<file path="src/rwc_pkg.sv">
package rwc_pkg;
	localparam int unsigned ADDR_W = 16;
	localparam int unsigned DATA_W = 16;
	localparam int unsigned STRAP_W = 4;

	localparam logic [ADDR_W-1:0] CTRL_OFFSET = 16'h0126;
	localparam logic [ADDR_W-1:0] WAKE_OFFSET = 16'h012a;
	localparam logic [ADDR_W-1:0] STATUS_OFFSET = 16'h012c;

	localparam logic [DATA_W-1:0] CTRL_RESET = 16'h0000;
	localparam logic [DATA_W-1:0] WAKE_RESET = 16'h0000;
	localparam logic [DATA_W-1:0] WAKE_WRITE_MASK = 16'h008f;

	localparam int unsigned CTRL_GLOBAL_BIT = 0;
	localparam int unsigned CTRL_QUEUE_BIT = 1;
	localparam int unsigned CTRL_SELF_TEST_BIT = 3;

	localparam int unsigned WAKE_PATTERN0_BIT = 0;
	localparam int unsigned WAKE_PATTERN1_BIT = 1;
	localparam int unsigned WAKE_PATTERN2_BIT = 2;
	localparam int unsigned WAKE_PATTERN3_BIT = 3;
	localparam int unsigned WAKE_PACKET_BIT = 7;

	localparam int unsigned STAT_ELAPSED_BIT = 0;
	localparam int unsigned STAT_GLOBAL_BIT = 1;
	localparam int unsigned STAT_QUEUE_BIT = 2;
	localparam int unsigned STAT_STRAP_LSB = 8;

	localparam int unsigned CLOCK_HZ = 20_000_000;
	localparam int unsigned SOFT_RESET_HOLD_MS = 10;
	localparam int unsigned SOFT_RESET_HOLD_CYCLES = (CLOCK_HZ / 1000) * SOFT_RESET_HOLD_MS;

	typedef enum logic [1:0] {
		TMR_IDLE,
		TMR_COUNT,
		TMR_DONE
	} rwc_timer_state_t;
endpackage

</file>
<file path="src/rwc_strap_latch.sv">
`timescale 1ns/1ns
module rwc_strap_latch #(
	parameter int unsigned WIDTH = rwc_pkg::STRAP_W
) (
	input wire logic i_clock,
	input wire logic i_rst_b,
	input wire logic [WIDTH-1:0] i_strap,
	output logic [WIDTH-1:0] o_strap_value
);
	import rwc_pkg::*;

	typedef struct packed {
		logic armed;
		logic [WIDTH-1:0] value;
	} rwc_strap_state_t;

	rwc_strap_state_t state_reg;
	rwc_strap_state_t state_next;

	// captured once after hardware reset release; soft reset never reaches here
	always_comb begin
		state_next = state_reg;
		if (!state_reg.armed) begin
			state_next.armed = 1'b1;
			state_next.value = i_strap;
		end
	end

	always_ff @(posedge i_clock or negedge i_rst_b) begin
		if (!i_rst_b) begin
			state_reg <= '0;
		end else begin
			state_reg <= state_next;
		end
	end

	assign o_strap_value = state_reg.value;
endmodule

</file>
<file path="src/rwc_hold_timer.sv">
`timescale 1ns/1ns
module rwc_hold_timer #(
	parameter int unsigned HOLD_CYCLES = rwc_pkg::SOFT_RESET_HOLD_CYCLES
) (
	input wire logic i_clock,
	input wire logic i_rst_b,
	input wire logic i_hold,
	output logic o_elapsed
);
	import rwc_pkg::*;

	localparam int unsigned CNT_W = $clog2(HOLD_CYCLES + 1);
	localparam logic [CNT_W-1:0] CNT_ONE = CNT_W'(1);
	localparam logic [CNT_W-1:0] CNT_LAST = CNT_W'(HOLD_CYCLES);

	typedef struct packed {
		rwc_timer_state_t fsm;
		logic [CNT_W-1:0] count;
	} rwc_timer_reg_t;

	rwc_timer_reg_t state_reg;
	rwc_timer_reg_t state_next;

	// informs software when the soft reset has been held long enough
	always_comb begin
		state_next = state_reg;
		case (state_reg.fsm)
			TMR_IDLE: begin
				if (i_hold) begin
					state_next.fsm = TMR_COUNT;
					state_next.count = CNT_ONE;
				end
			end
			TMR_COUNT: begin
				if (!i_hold) begin
					state_next.fsm = TMR_IDLE;
				end else if (state_reg.count >= CNT_LAST) begin
					state_next.fsm = TMR_DONE;
				end else begin
					state_next.count = state_reg.count + CNT_ONE;
				end
			end
			TMR_DONE: begin
				if (!i_hold) begin
					state_next.fsm = TMR_IDLE;
				end
			end
			default: begin
				state_next.fsm = TMR_IDLE;
			end
		endcase
	end

	always_ff @(posedge i_clock or negedge i_rst_b) begin
		if (!i_rst_b) begin
			state_reg <= '{fsm: TMR_IDLE, count: '0};
		end else begin
			state_reg <= state_next;
		end
	end

	assign o_elapsed = (state_reg.fsm == TMR_DONE);
endmodule

</file>
<file path="src/rwc_top.sv">
// Added by the designer: the strobed register port.
`timescale 1ns/1ns
module rwc_top #(
	parameter int unsigned HOLD_CYCLES = rwc_pkg::SOFT_RESET_HOLD_CYCLES
) (
	input wire logic i_clock,
	input wire logic i_rst_b,
	input wire logic [rwc_pkg::ADDR_W-1:0] i_addr,
	input wire logic [rwc_pkg::DATA_W-1:0] i_wr_data,
	input wire logic i_wr_strobe,
	input wire logic i_rd_strobe,
	input wire logic [rwc_pkg::STRAP_W-1:0] i_strap,
	output logic [rwc_pkg::DATA_W-1:0] o_rd_data,
	output logic o_memory_self_test_run,
	output logic o_queue_manager_reset,
	output logic o_transmit_queue_memory_clear,
	output logic o_receive_queue_memory_clear,
	output logic o_global_soft_reset,
	output logic o_wake_packet_detect_enable,
	output logic o_pattern0_detect_enable,
	output logic o_pattern1_detect_enable,
	output logic o_pattern2_detect_enable,
	output logic o_pattern3_detect_enable,
	output logic [rwc_pkg::STRAP_W-1:0] o_strap_value
);
	import rwc_pkg::*;

	typedef struct packed {
		logic [DATA_W-1:0] ctrl;
		logic [DATA_W-1:0] wake;
		logic [DATA_W-1:0] rd_data;
		logic queue_reset;
	} rwc_top_state_t;

	rwc_top_state_t state_reg;
	rwc_top_state_t state_next;
	logic hold_elapsed;
	logic [STRAP_W-1:0] strap_value;
	logic wr_ctrl;
	logic wr_wake;
	logic rd_wake;
	logic rd_ctrl;
	logic rd_status;

	function automatic logic addr_hit(input logic [ADDR_W-1:0] addr,
		input logic [ADDR_W-1:0] offset);
		addr_hit = (addr == offset);
	endfunction

	assign wr_ctrl = i_wr_strobe && addr_hit(i_addr, CTRL_OFFSET);
	assign wr_wake = i_wr_strobe && addr_hit(i_addr, WAKE_OFFSET);
	assign rd_ctrl = i_rd_strobe && addr_hit(i_addr, CTRL_OFFSET);
	assign rd_wake = i_rd_strobe && addr_hit(i_addr, WAKE_OFFSET);
	assign rd_status = i_rd_strobe && addr_hit(i_addr, STATUS_OFFSET);

	rwc_strap_latch #(
		.WIDTH(STRAP_W)
	) i_rwc_strap_latch (
		.i_clock(i_clock),
		.i_rst_b(i_rst_b),
		.i_strap(i_strap),
		.o_strap_value(strap_value)
	);

	rwc_hold_timer #(
		.HOLD_CYCLES(HOLD_CYCLES)
	) i_rwc_hold_timer (
		.i_clock(i_clock),
		.i_rst_b(i_rst_b),
		.i_hold(state_reg.ctrl[CTRL_GLOBAL_BIT]),
		.o_elapsed(hold_elapsed)
	);

	function automatic logic [DATA_W-1:0] read_mux(input logic [ADDR_W-1:0] addr,
		input rwc_top_state_t s, input logic elapsed, input logic [STRAP_W-1:0] strap);
		logic [DATA_W-1:0] status;
		status = '0;
		status[STAT_ELAPSED_BIT] = elapsed;
		status[STAT_GLOBAL_BIT] = s.ctrl[CTRL_GLOBAL_BIT];
		status[STAT_QUEUE_BIT] = s.queue_reset;
		status[STAT_STRAP_LSB +: STRAP_W] = strap;
		if (addr_hit(addr, CTRL_OFFSET)) begin
			read_mux = s.ctrl;
		end else if (addr_hit(addr, WAKE_OFFSET)) begin
			read_mux = s.wake & WAKE_WRITE_MASK;
		end else if (addr_hit(addr, STATUS_OFFSET)) begin
			read_mux = status;
		end else begin
			read_mux = '0;
		end
	endfunction

	always_comb begin
		state_next = state_reg;
		state_next.rd_data = '0;
		if (wr_ctrl) begin
			state_next.ctrl = i_wr_data;
		end
		if (wr_wake) begin
			// reserved bits masked at write time, so they can never be set
			state_next.wake = i_wr_data & WAKE_WRITE_MASK;
		end
		if (state_next.ctrl[CTRL_GLOBAL_BIT]) begin
			// control and wake registers held at default while active, except the bit itself
			state_next.ctrl = CTRL_RESET;
			state_next.ctrl[CTRL_GLOBAL_BIT] = 1'b1;
			state_next.wake = WAKE_RESET;
		end
		// global soft reset also resets the queue manager
		state_next.queue_reset = state_next.ctrl[CTRL_QUEUE_BIT]
			| state_next.ctrl[CTRL_GLOBAL_BIT];
		if (i_rd_strobe) begin
			state_next.rd_data = read_mux(i_addr, state_reg, hold_elapsed, strap_value);
		end
	end

	always_ff @(posedge i_clock or negedge i_rst_b) begin
		if (!i_rst_b) begin
			state_reg <= '{ctrl: CTRL_RESET, wake: WAKE_RESET, rd_data: '0, queue_reset: 1'b0};
		end else begin
			state_reg <= state_next;
		end
	end

	assign o_rd_data = state_reg.rd_data;
	assign o_memory_self_test_run = state_reg.ctrl[CTRL_SELF_TEST_BIT];
	assign o_queue_manager_reset = state_reg.queue_reset;
	assign o_transmit_queue_memory_clear = state_reg.queue_reset;
	assign o_receive_queue_memory_clear = state_reg.queue_reset;
	assign o_global_soft_reset = state_reg.ctrl[CTRL_GLOBAL_BIT];
	assign o_wake_packet_detect_enable = state_reg.wake[WAKE_PACKET_BIT];
	assign o_pattern0_detect_enable = state_reg.wake[WAKE_PATTERN0_BIT];
	assign o_pattern1_detect_enable = state_reg.wake[WAKE_PATTERN1_BIT];
	assign o_pattern2_detect_enable = state_reg.wake[WAKE_PATTERN2_BIT];
	assign o_pattern3_detect_enable = state_reg.wake[WAKE_PATTERN3_BIT];
	assign o_strap_value = strap_value;
endmodule

</file>
<file path="config.mk">
export PLATFORM = sky130hd
export DESIGN_NAME = rwc_top
export DESIGN_NICKNAME = d
export VERILOG_FILES = /design/src/rwc_pkg.sv /design/src/rwc_strap_latch.sv /design/src/rwc_hold_timer.sv /design/src/rwc_top.sv
export SDC_FILE = /design/constraint.sdc
export NUM_CORES = 1
export LEC_CHECK = 0
export ABC_AREA = 1
export BUFFER_PORTS_ARGS = -buffer_cell sky130_fd_sc_hd__buf_2
export CORE_MARGIN = 1
export CORE_UTILIZATION = 32
export DETAILED_ROUTE_END_ITERATION = 10
export SLEW_MARGIN = 25
export SYNTH_ARGS = -nofsm -noshare
export SYNTH_HDL_FRONTEND = slang
export SYNTH_HIERARCHICAL = 1
export SYNTH_SLANG_ARGS = --single-unit
</file>
<file path="constraint.sdc">
create_clock -name i_clock -period 3 [get_ports i_clock]
set_input_delay 0 -clock i_clock [delete_from_list [all_inputs] [get_ports i_clock]]
set_output_delay 0 -clock i_clock [all_outputs]
set_load 0.03 [all_outputs]
</file>
==> results.json, run 1 <==
{
  "critPathLaunch": "i_rwc_hold_timer/state_reg[14]$_DFFE_PN0P_",
  "path_max_fanout": 20,
  "synth_seq_area_share": 0.474,
  "totalWireLength_mm": 7.33,
  "root_buffer": "clkbuf_8",
  "largest_reg_flops": 20,
  "die_y_um": 104,
  "yosys_register_bits": 63,
  "crit_slowest_cell": "a21boi_2",
  "critical-path-max-stage-delay_ns": 0.66,
  "fin_ws_ns": 1.20,
  "hold_violations": 0,
  "rsz0062_at_grt": "false",
  "dp_cells": 597,
  "fin_crit_sh": 0.601,
  "cp-start-kind": "register",
  "drc": 0,
  "drive_gt1_frac": 0.215,
  "port-buffer-count": 69,
  "synth_cells": 424,
  "crit_end": "i_rwc_hold_timer/state_reg[3]$_DFFE_PN0P_",
  "criticalPathCategory": "register to register",
  "synth_cell_type_count": 31,
  "clock_skew_ns": 0.00565,
  "start_util": 0.336,
  "die_x_um": 104,
  "synth_fp_nets": 466,
  "crit_path_end_kind": "register",
  "synth_area_leaders": "dfrtp_1, nand2_1, nor2_1, inv_1, buf_4",
  "yosysTopAreaCell": "dfrtp_1",
  "wl_per_cell_um": 11.4,
  "period_needed_ns": 1.80,
  "cts_inserted_buffers": 9,
  "routed_via_density": 4.53,
  "place_ws_ns": 1.14,
  "async_flop_share": 1.00,
  "hold-worst-slack_ns": 0.0224,
  "ant_nets": 0,
  "yosysTopAreaCellShare": 0.474,
  "clock_path_buffers": 2,
  "clk_pin_slew_worst_paths_ns": 0.08,
  "grt_pass1_vias": 2847,
  "area_growth_syn_to_layout_pct": 23.7,
  "drt_pass1_iterations": 4,
  "max_freq_mhz": 554,
  "drv_cap": 0,
  "crit_chain": "or2_0 -> nor2_1 -> nand2_1 -> a21boi_2 -> o21ai_0",
  "ys.flop_type": "dfrtp_1",
  "worstRegToRegCells": 5,
  "vdd_drop_max_mv": 0.265,
  "reg2reg_to": "i_rwc_hold_timer/state_reg[3]$_DFFE_PN0P_",
  "worstMarginPinSlew_ns": 0.817,
  "slew_headroom": 0.452,
  "h-tree-depth": 3,
  "cts_setup_buffers": 0,
  "num_antenna_cells": 0,
  "yosys_warnings": 6,
  "drtIter0Drc": 109,
  "status": "finished clean",
  "power.density_nw_per_um2": 438,
  "r2r_setup_slack_ns": 1.20,
  "die_area_um2": 10800,
  "track_usage": 0.149,
  "stdcell_count": 641,
  "cts_sinks": 63,
  "reg2reg_from": "i_rwc_hold_timer/state_reg[14]$_DFFE_PN0P_",
  "synth-edff-count": 0,
  "row_count": 36,
  "finalSetupViolations": 0,
  "vias": 2906,
  "hold_path_class": "input pin to register",
  "antenna_found_initial": 0,
  "clk_latency_ns": 0.34,
  "grt_max_degree": 34,
  "final_nets": 545,
  "grt_overflow": 0,
  "p_leak_nw": 2.09,
  "cts_tree": "done",
  "avgSynthCellArea_um2": 7.85,
  "syn_area_um2": 3330,
  "dp_hpwl_mm": 5.27,
  "finalSetupTns_ns": 0,
  "synth.most_common_cell": "nand2_1",
  "core-area_um2": 9910,
  "pin_count": 70,
  "drv_slew": 0,
  "cp_data_required_time_ns": 3.18,
  "grt_pass1_wl_mm": 13.0,
  "arrival_ns": 1.99,
  "gp_congestion": 0.852,
  "ys_top_cells_by_count": "nand2_1, dfrtp_1, nor2_1"
}
## worst min-delay path by stage
stage / start / to / slack [ns] / cells past startpoint
after floorplan: i_rst_b / i_rwc_hold_timer/state_reg[0]$_DFFE_PN0P_ / -0.30 / 0
after global placement: i_rst_b / i_rwc_hold_timer/state_reg[6]$_DFFE_PN0P_ / 0.13 / 1
after detailed placement: i_rst_b / i_rwc_hold_timer/state_reg[4]$_DFFE_PN0P_ / 0.13 / 1
after CTS: i_wr_data[0] / state_reg[38]$_DFFE_PN0P_ / 0.005 / 4
after global routing: i_wr_data[0] / state_reg[40]$_DFFE_PN0P_ / 0.03 / 4
final: i_wr_data[0] / state_reg[37]$_DFFE_PN0P_ / 0.02 / 4
## layout by cell type, fill, tap and decap left out, types with 5 or more instances in the layout
master         netlist  routed
nor2_1              49      49
dlygate4sd3_1        0      28
buf_2                1      69
dfrtp_1             63      63
inv_1               48      48
o21ai_1              8       8
nand4_1              9       9
a21oi_1              6       6
o21ai_0             22      22
nor2_4               5       5
nand3_1             26      26
o21ai_2              6       6
nand2_1            127     127
clkbuf_8             0       9
## critical path: cells and delay by family, from the launching register on
kind	cells	cell delay, ns
AO/OA/AOI/OAI	2	0.85
flip-flops	1	0.41
AND/OR/NAND/NOR	3	0.38
## logic make-up after synthesis
family | Yosys count | synth area share
XOR/XNOR | 1 | 0.00263
AND/OR/NAND/NOR | 230 | 0.304
buffers and inverters | 80 | 0.128
other | 1 | 0.00113
AO/OA/AOI/OAI | 47 | 0.0827
adder cells (fa/ha/maj) | 2 | 0.00752
flip-flops | 63 | 0.474
## layer usage
| layer | vias to the layer above | global-route usage | share of wire |
|---|---|---|---|
| met3 | 8 | 0.0376 | 0.042 |
| met2 | 74 | 0.249 | 0.49 |
| met5 | - | 0 | 0 |
| li1 | 1470 | - | - |
| met4 | 0 | 0.0531 | 0.011 |
| met1 | 1354 | 0.186 | 0.45 |
## through the flow
step	total power [mW]	instance area, µm²	utilization
after CTS	1.84	4120	0.415
final	1.80	4120	0.415
after global placement	0.959	3610	0.364
after floorplan	0.910	3330	-
after global routing	1.87	4120	0.415
after detailed placement	0.960	3610	0.364
## report_power, final
part | switching [mW] | internal, mW
combinational | 0.0557 | 0.0454
clock | 0.365 | 0.478
sequential | 0.00484 | 0.855
total | 0.425 | 1.38
## final cells by class
cell class / instances / area, µm²
clock buffer: 9 / 124
clock inverter: 7 / 103
fill: 1025 / 5790
inverter: 50 / 188
multi-input combinational: 281 / 1330
sequential: 63 / 1580
tap: 133 / 166
timing repair buffer: 98 / 633
## timing repair
item / in CTS / in global routing
hold endpoints to repair: 53 / 0
gates resized for setup: 0 / 0
hold buffers: 28 / 0
(Power assumes the default switching activity.)
==> run 2: changes to the inputs <==
Clock period 3 ns to 1.5 ns, I/O delays scaled along.
==> run 2 against run 1 <==
  * Combinational power is 110% higher
  * Hold slack improved by 0.040 ns
  * Die area did not move
  * Utilization up 0.59 points
  * Critical path depth is 3 higher
  * Clock skew rose by 0.00094 ns
  * Flip-flop and latch count unchanged
  * Final area is 1.4% higher
  * Sequential power is 100% higher
==> results.json, run 2 (same netlist as run 1, synthesis figures left out) <==
{
  "hold_path_class": "input pin to register",
  "max_freq_mhz": 709,
  "clock_path_buffers": 2,
  "finalPower_mw": 3.29,
  "dp_hpwl_mm": 5.35,
  "start_util": 0.336,
  "die_area_um2": 10800,
  "drv_slew": 0,
  "wl_per_cell_um": 11.5,
  "seqPwrFrac": 0.522,
  "cts_sinks": 63,
  "drc": 0,
  "p_leak_nw": 2.15,
  "p_switching_mw": 0.868,
  "cp-start-kind": "register",
  "clk_latency_ns": 0.34,
  "cp_data_required_time_ns": 1.78,
  "die_x_um": 104,
  "period_needed_ns": 1.41,
  "fin_crit_sh": 0.940,
  "drt_pass1_iterations": 4,
  "drv_cap": 0,
  "vias": 2894,
  "slew_headroom": 0.632,
  "drtIter0Drc": 169,
  "dp_cells": 607,
  "final_nets": 556,
  "cts_inserted_buffers": 9,
  "rsz0062_at_grt": "true",
  "largest_reg_flops": 20,
  "gp_congestion": 0.858,
  "routed_via_density": 4.44,
  "final_cell_mix": "nand2_1, buf_2, dfrtp_1, inv_1, nor2_1",
  "grt_pass1_vias": 2799,
  "final_common_cell": "nand2_1",
  "p_int_mw": 2.43,
  "root_buffer": "clkbuf_8",
  "criticalPathCategory": "register to register",
  "grt_pass1_wl_mm": 12.8,
  "arrival_ns": 1.69,
  "crit_path_end_kind": "register",
  "h-tree-depth": 3,
  "clk_pin_slew_worst_paths_ns": 0.08,
  "track_usage": 0.146,
  "pwr-share-comb": 0.065,
  "grt_max_degree": 25,
  "final_util": 0.421,
  "power.density_nw_per_um2": 789,
  "finalSetupTns_ns": 0,
  "place_ws_ns": 0.0849,
  "finalSetupViolations": 0,
  "totalWireLength_mm": 7.48,
  "ant_nets": 0,
  "row_count": 36,
  "clockPowerShare": 0.413,
  "pin_count": 70,
  "clock_skew_ns": 0.00659,
  "antenna_found_initial": 0,
  "hold-worst-slack_ns": 0.0622,
  "hold_violations": 0,
  "stdcell_count": 652,
  "cts_tree": "done",
  "path_max_fanout": 3,
  "design_area_um2": 4170,
  "status": "finished clean",
  "area_growth_syn_to_layout_pct": 25.5,
  "core-area_um2": 9910,
  "num_antenna_cells": 0,
  "die_y_um": 104,
  "fin_ws_ns": 0.0900,
  "port-buffer-count": 69,
  "vdd_drop_max_mv": 0.439,
  "drive_gt1_frac": 0.247,
  "placed_cell_area_um2": 3710,
  "grt_overflow": 0,
  "swShare": 0.264,
  "worstMarginPinSlew_ns": 0.551
}
-- run 2: changes by cell type in the layout (fill, tap and decap cells not counted) --
| cell | delta |
|---|---|
| buf_12 | +2 |
| buf_4 | +13 |
| bufinv_16 | -2 |
| clkinv_2 | +1 |
| clkinvlp_4 | +1 |
| dlygate4sd3_1 | -5 |
| ha_1 | -1 |
| ha_2 | +1 |
| nand2_1 | -1 |
| nand2_2 | +2 |
| nor2_1 | -1 |
| nor2_4 | +1 |
| o21ai_0 | -1 |
| o21ai_1 | +1 |
-- run 2: worst max-delay path, cell delays in order (launching register included) --
cell and delay [ns]:
dfrtp_1 0.38, ha_2 0.20, nand2_1 0.09, nor2_2 0.14, nand2_1 0.10, nor2_1 0.13
xor2_1 0.15, nand3_1 0.08, nand2_1 0.06
-- run 2: worst paths after layout --
path,startpoint,to,slack [ns],cells past startpoint
setup / recovery,i_rwc_hold_timer/state_reg[1]$_DFFE_PN0P_,i_rwc_hold_timer/state_reg[16]$_DFFE_PN0P_,0.09,8
hold / removal,i_rd_strobe,o_rd_data[2]$_DFF_PN0_,0.06,5
setup reg to reg,i_rwc_hold_timer/state_reg[1]$_DFFE_PN0P_,i_rwc_hold_timer/state_reg[16]$_DFFE_PN0P_,0.09,8
hold reg to reg,state_reg[44]$_DFFE_PN0P_,state_reg[44]$_DFFE_PN0P_,0.48,2
max in group asynchronous,i_rst_b,state_reg[45]$_DFFE_PN0P_,0.80,3
min in group asynchronous,i_rst_b,o_pattern3_detect_enable$_DFFE_PN0P_,0.18,2
-- run 2: final cells by class --
| class | count | area, µm² |
|---|---|---|
| clock buffer | 9 | 124 |
| clock inverter | 7 | 55.1 |
| fill | 1019 | 5740 |
| inverter | 50 | 188 |
| multi-input combinational | 282 | 1340 |
| sequential | 63 | 1580 |
| tap | 133 | 166 |
| timing repair buffer | 108 | 721 |
-- run 2: per-layer routing --
metal	vias up	wire length [µm]	GRT usage
li1	1489	-	-
met1	1313	3380	0.186
met2	82	3660	0.240
met3	10	379	0.0426
met4	0	66	0.0439
met5	-	0	0
-- run 2: power groups by stage --
stage	Combinational (mW)	Sequential, mW	Clock, mW
after floorplan	0.0714	1.75	0
after global placement	0.175	1.75	0
after detailed placement	0.178	1.75	0
after CTS	0.217	1.72	1.41
after global routing	0.241	1.72	1.48
final	0.216	1.72	1.36
-- run 2: timing repair --
item	in CTS	in global routing
gates resized for setup	0	5
buffers inserted	0	5
hold buffers	22	1
setup endpoints to repair	0	14
hold endpoints to repair	41	4
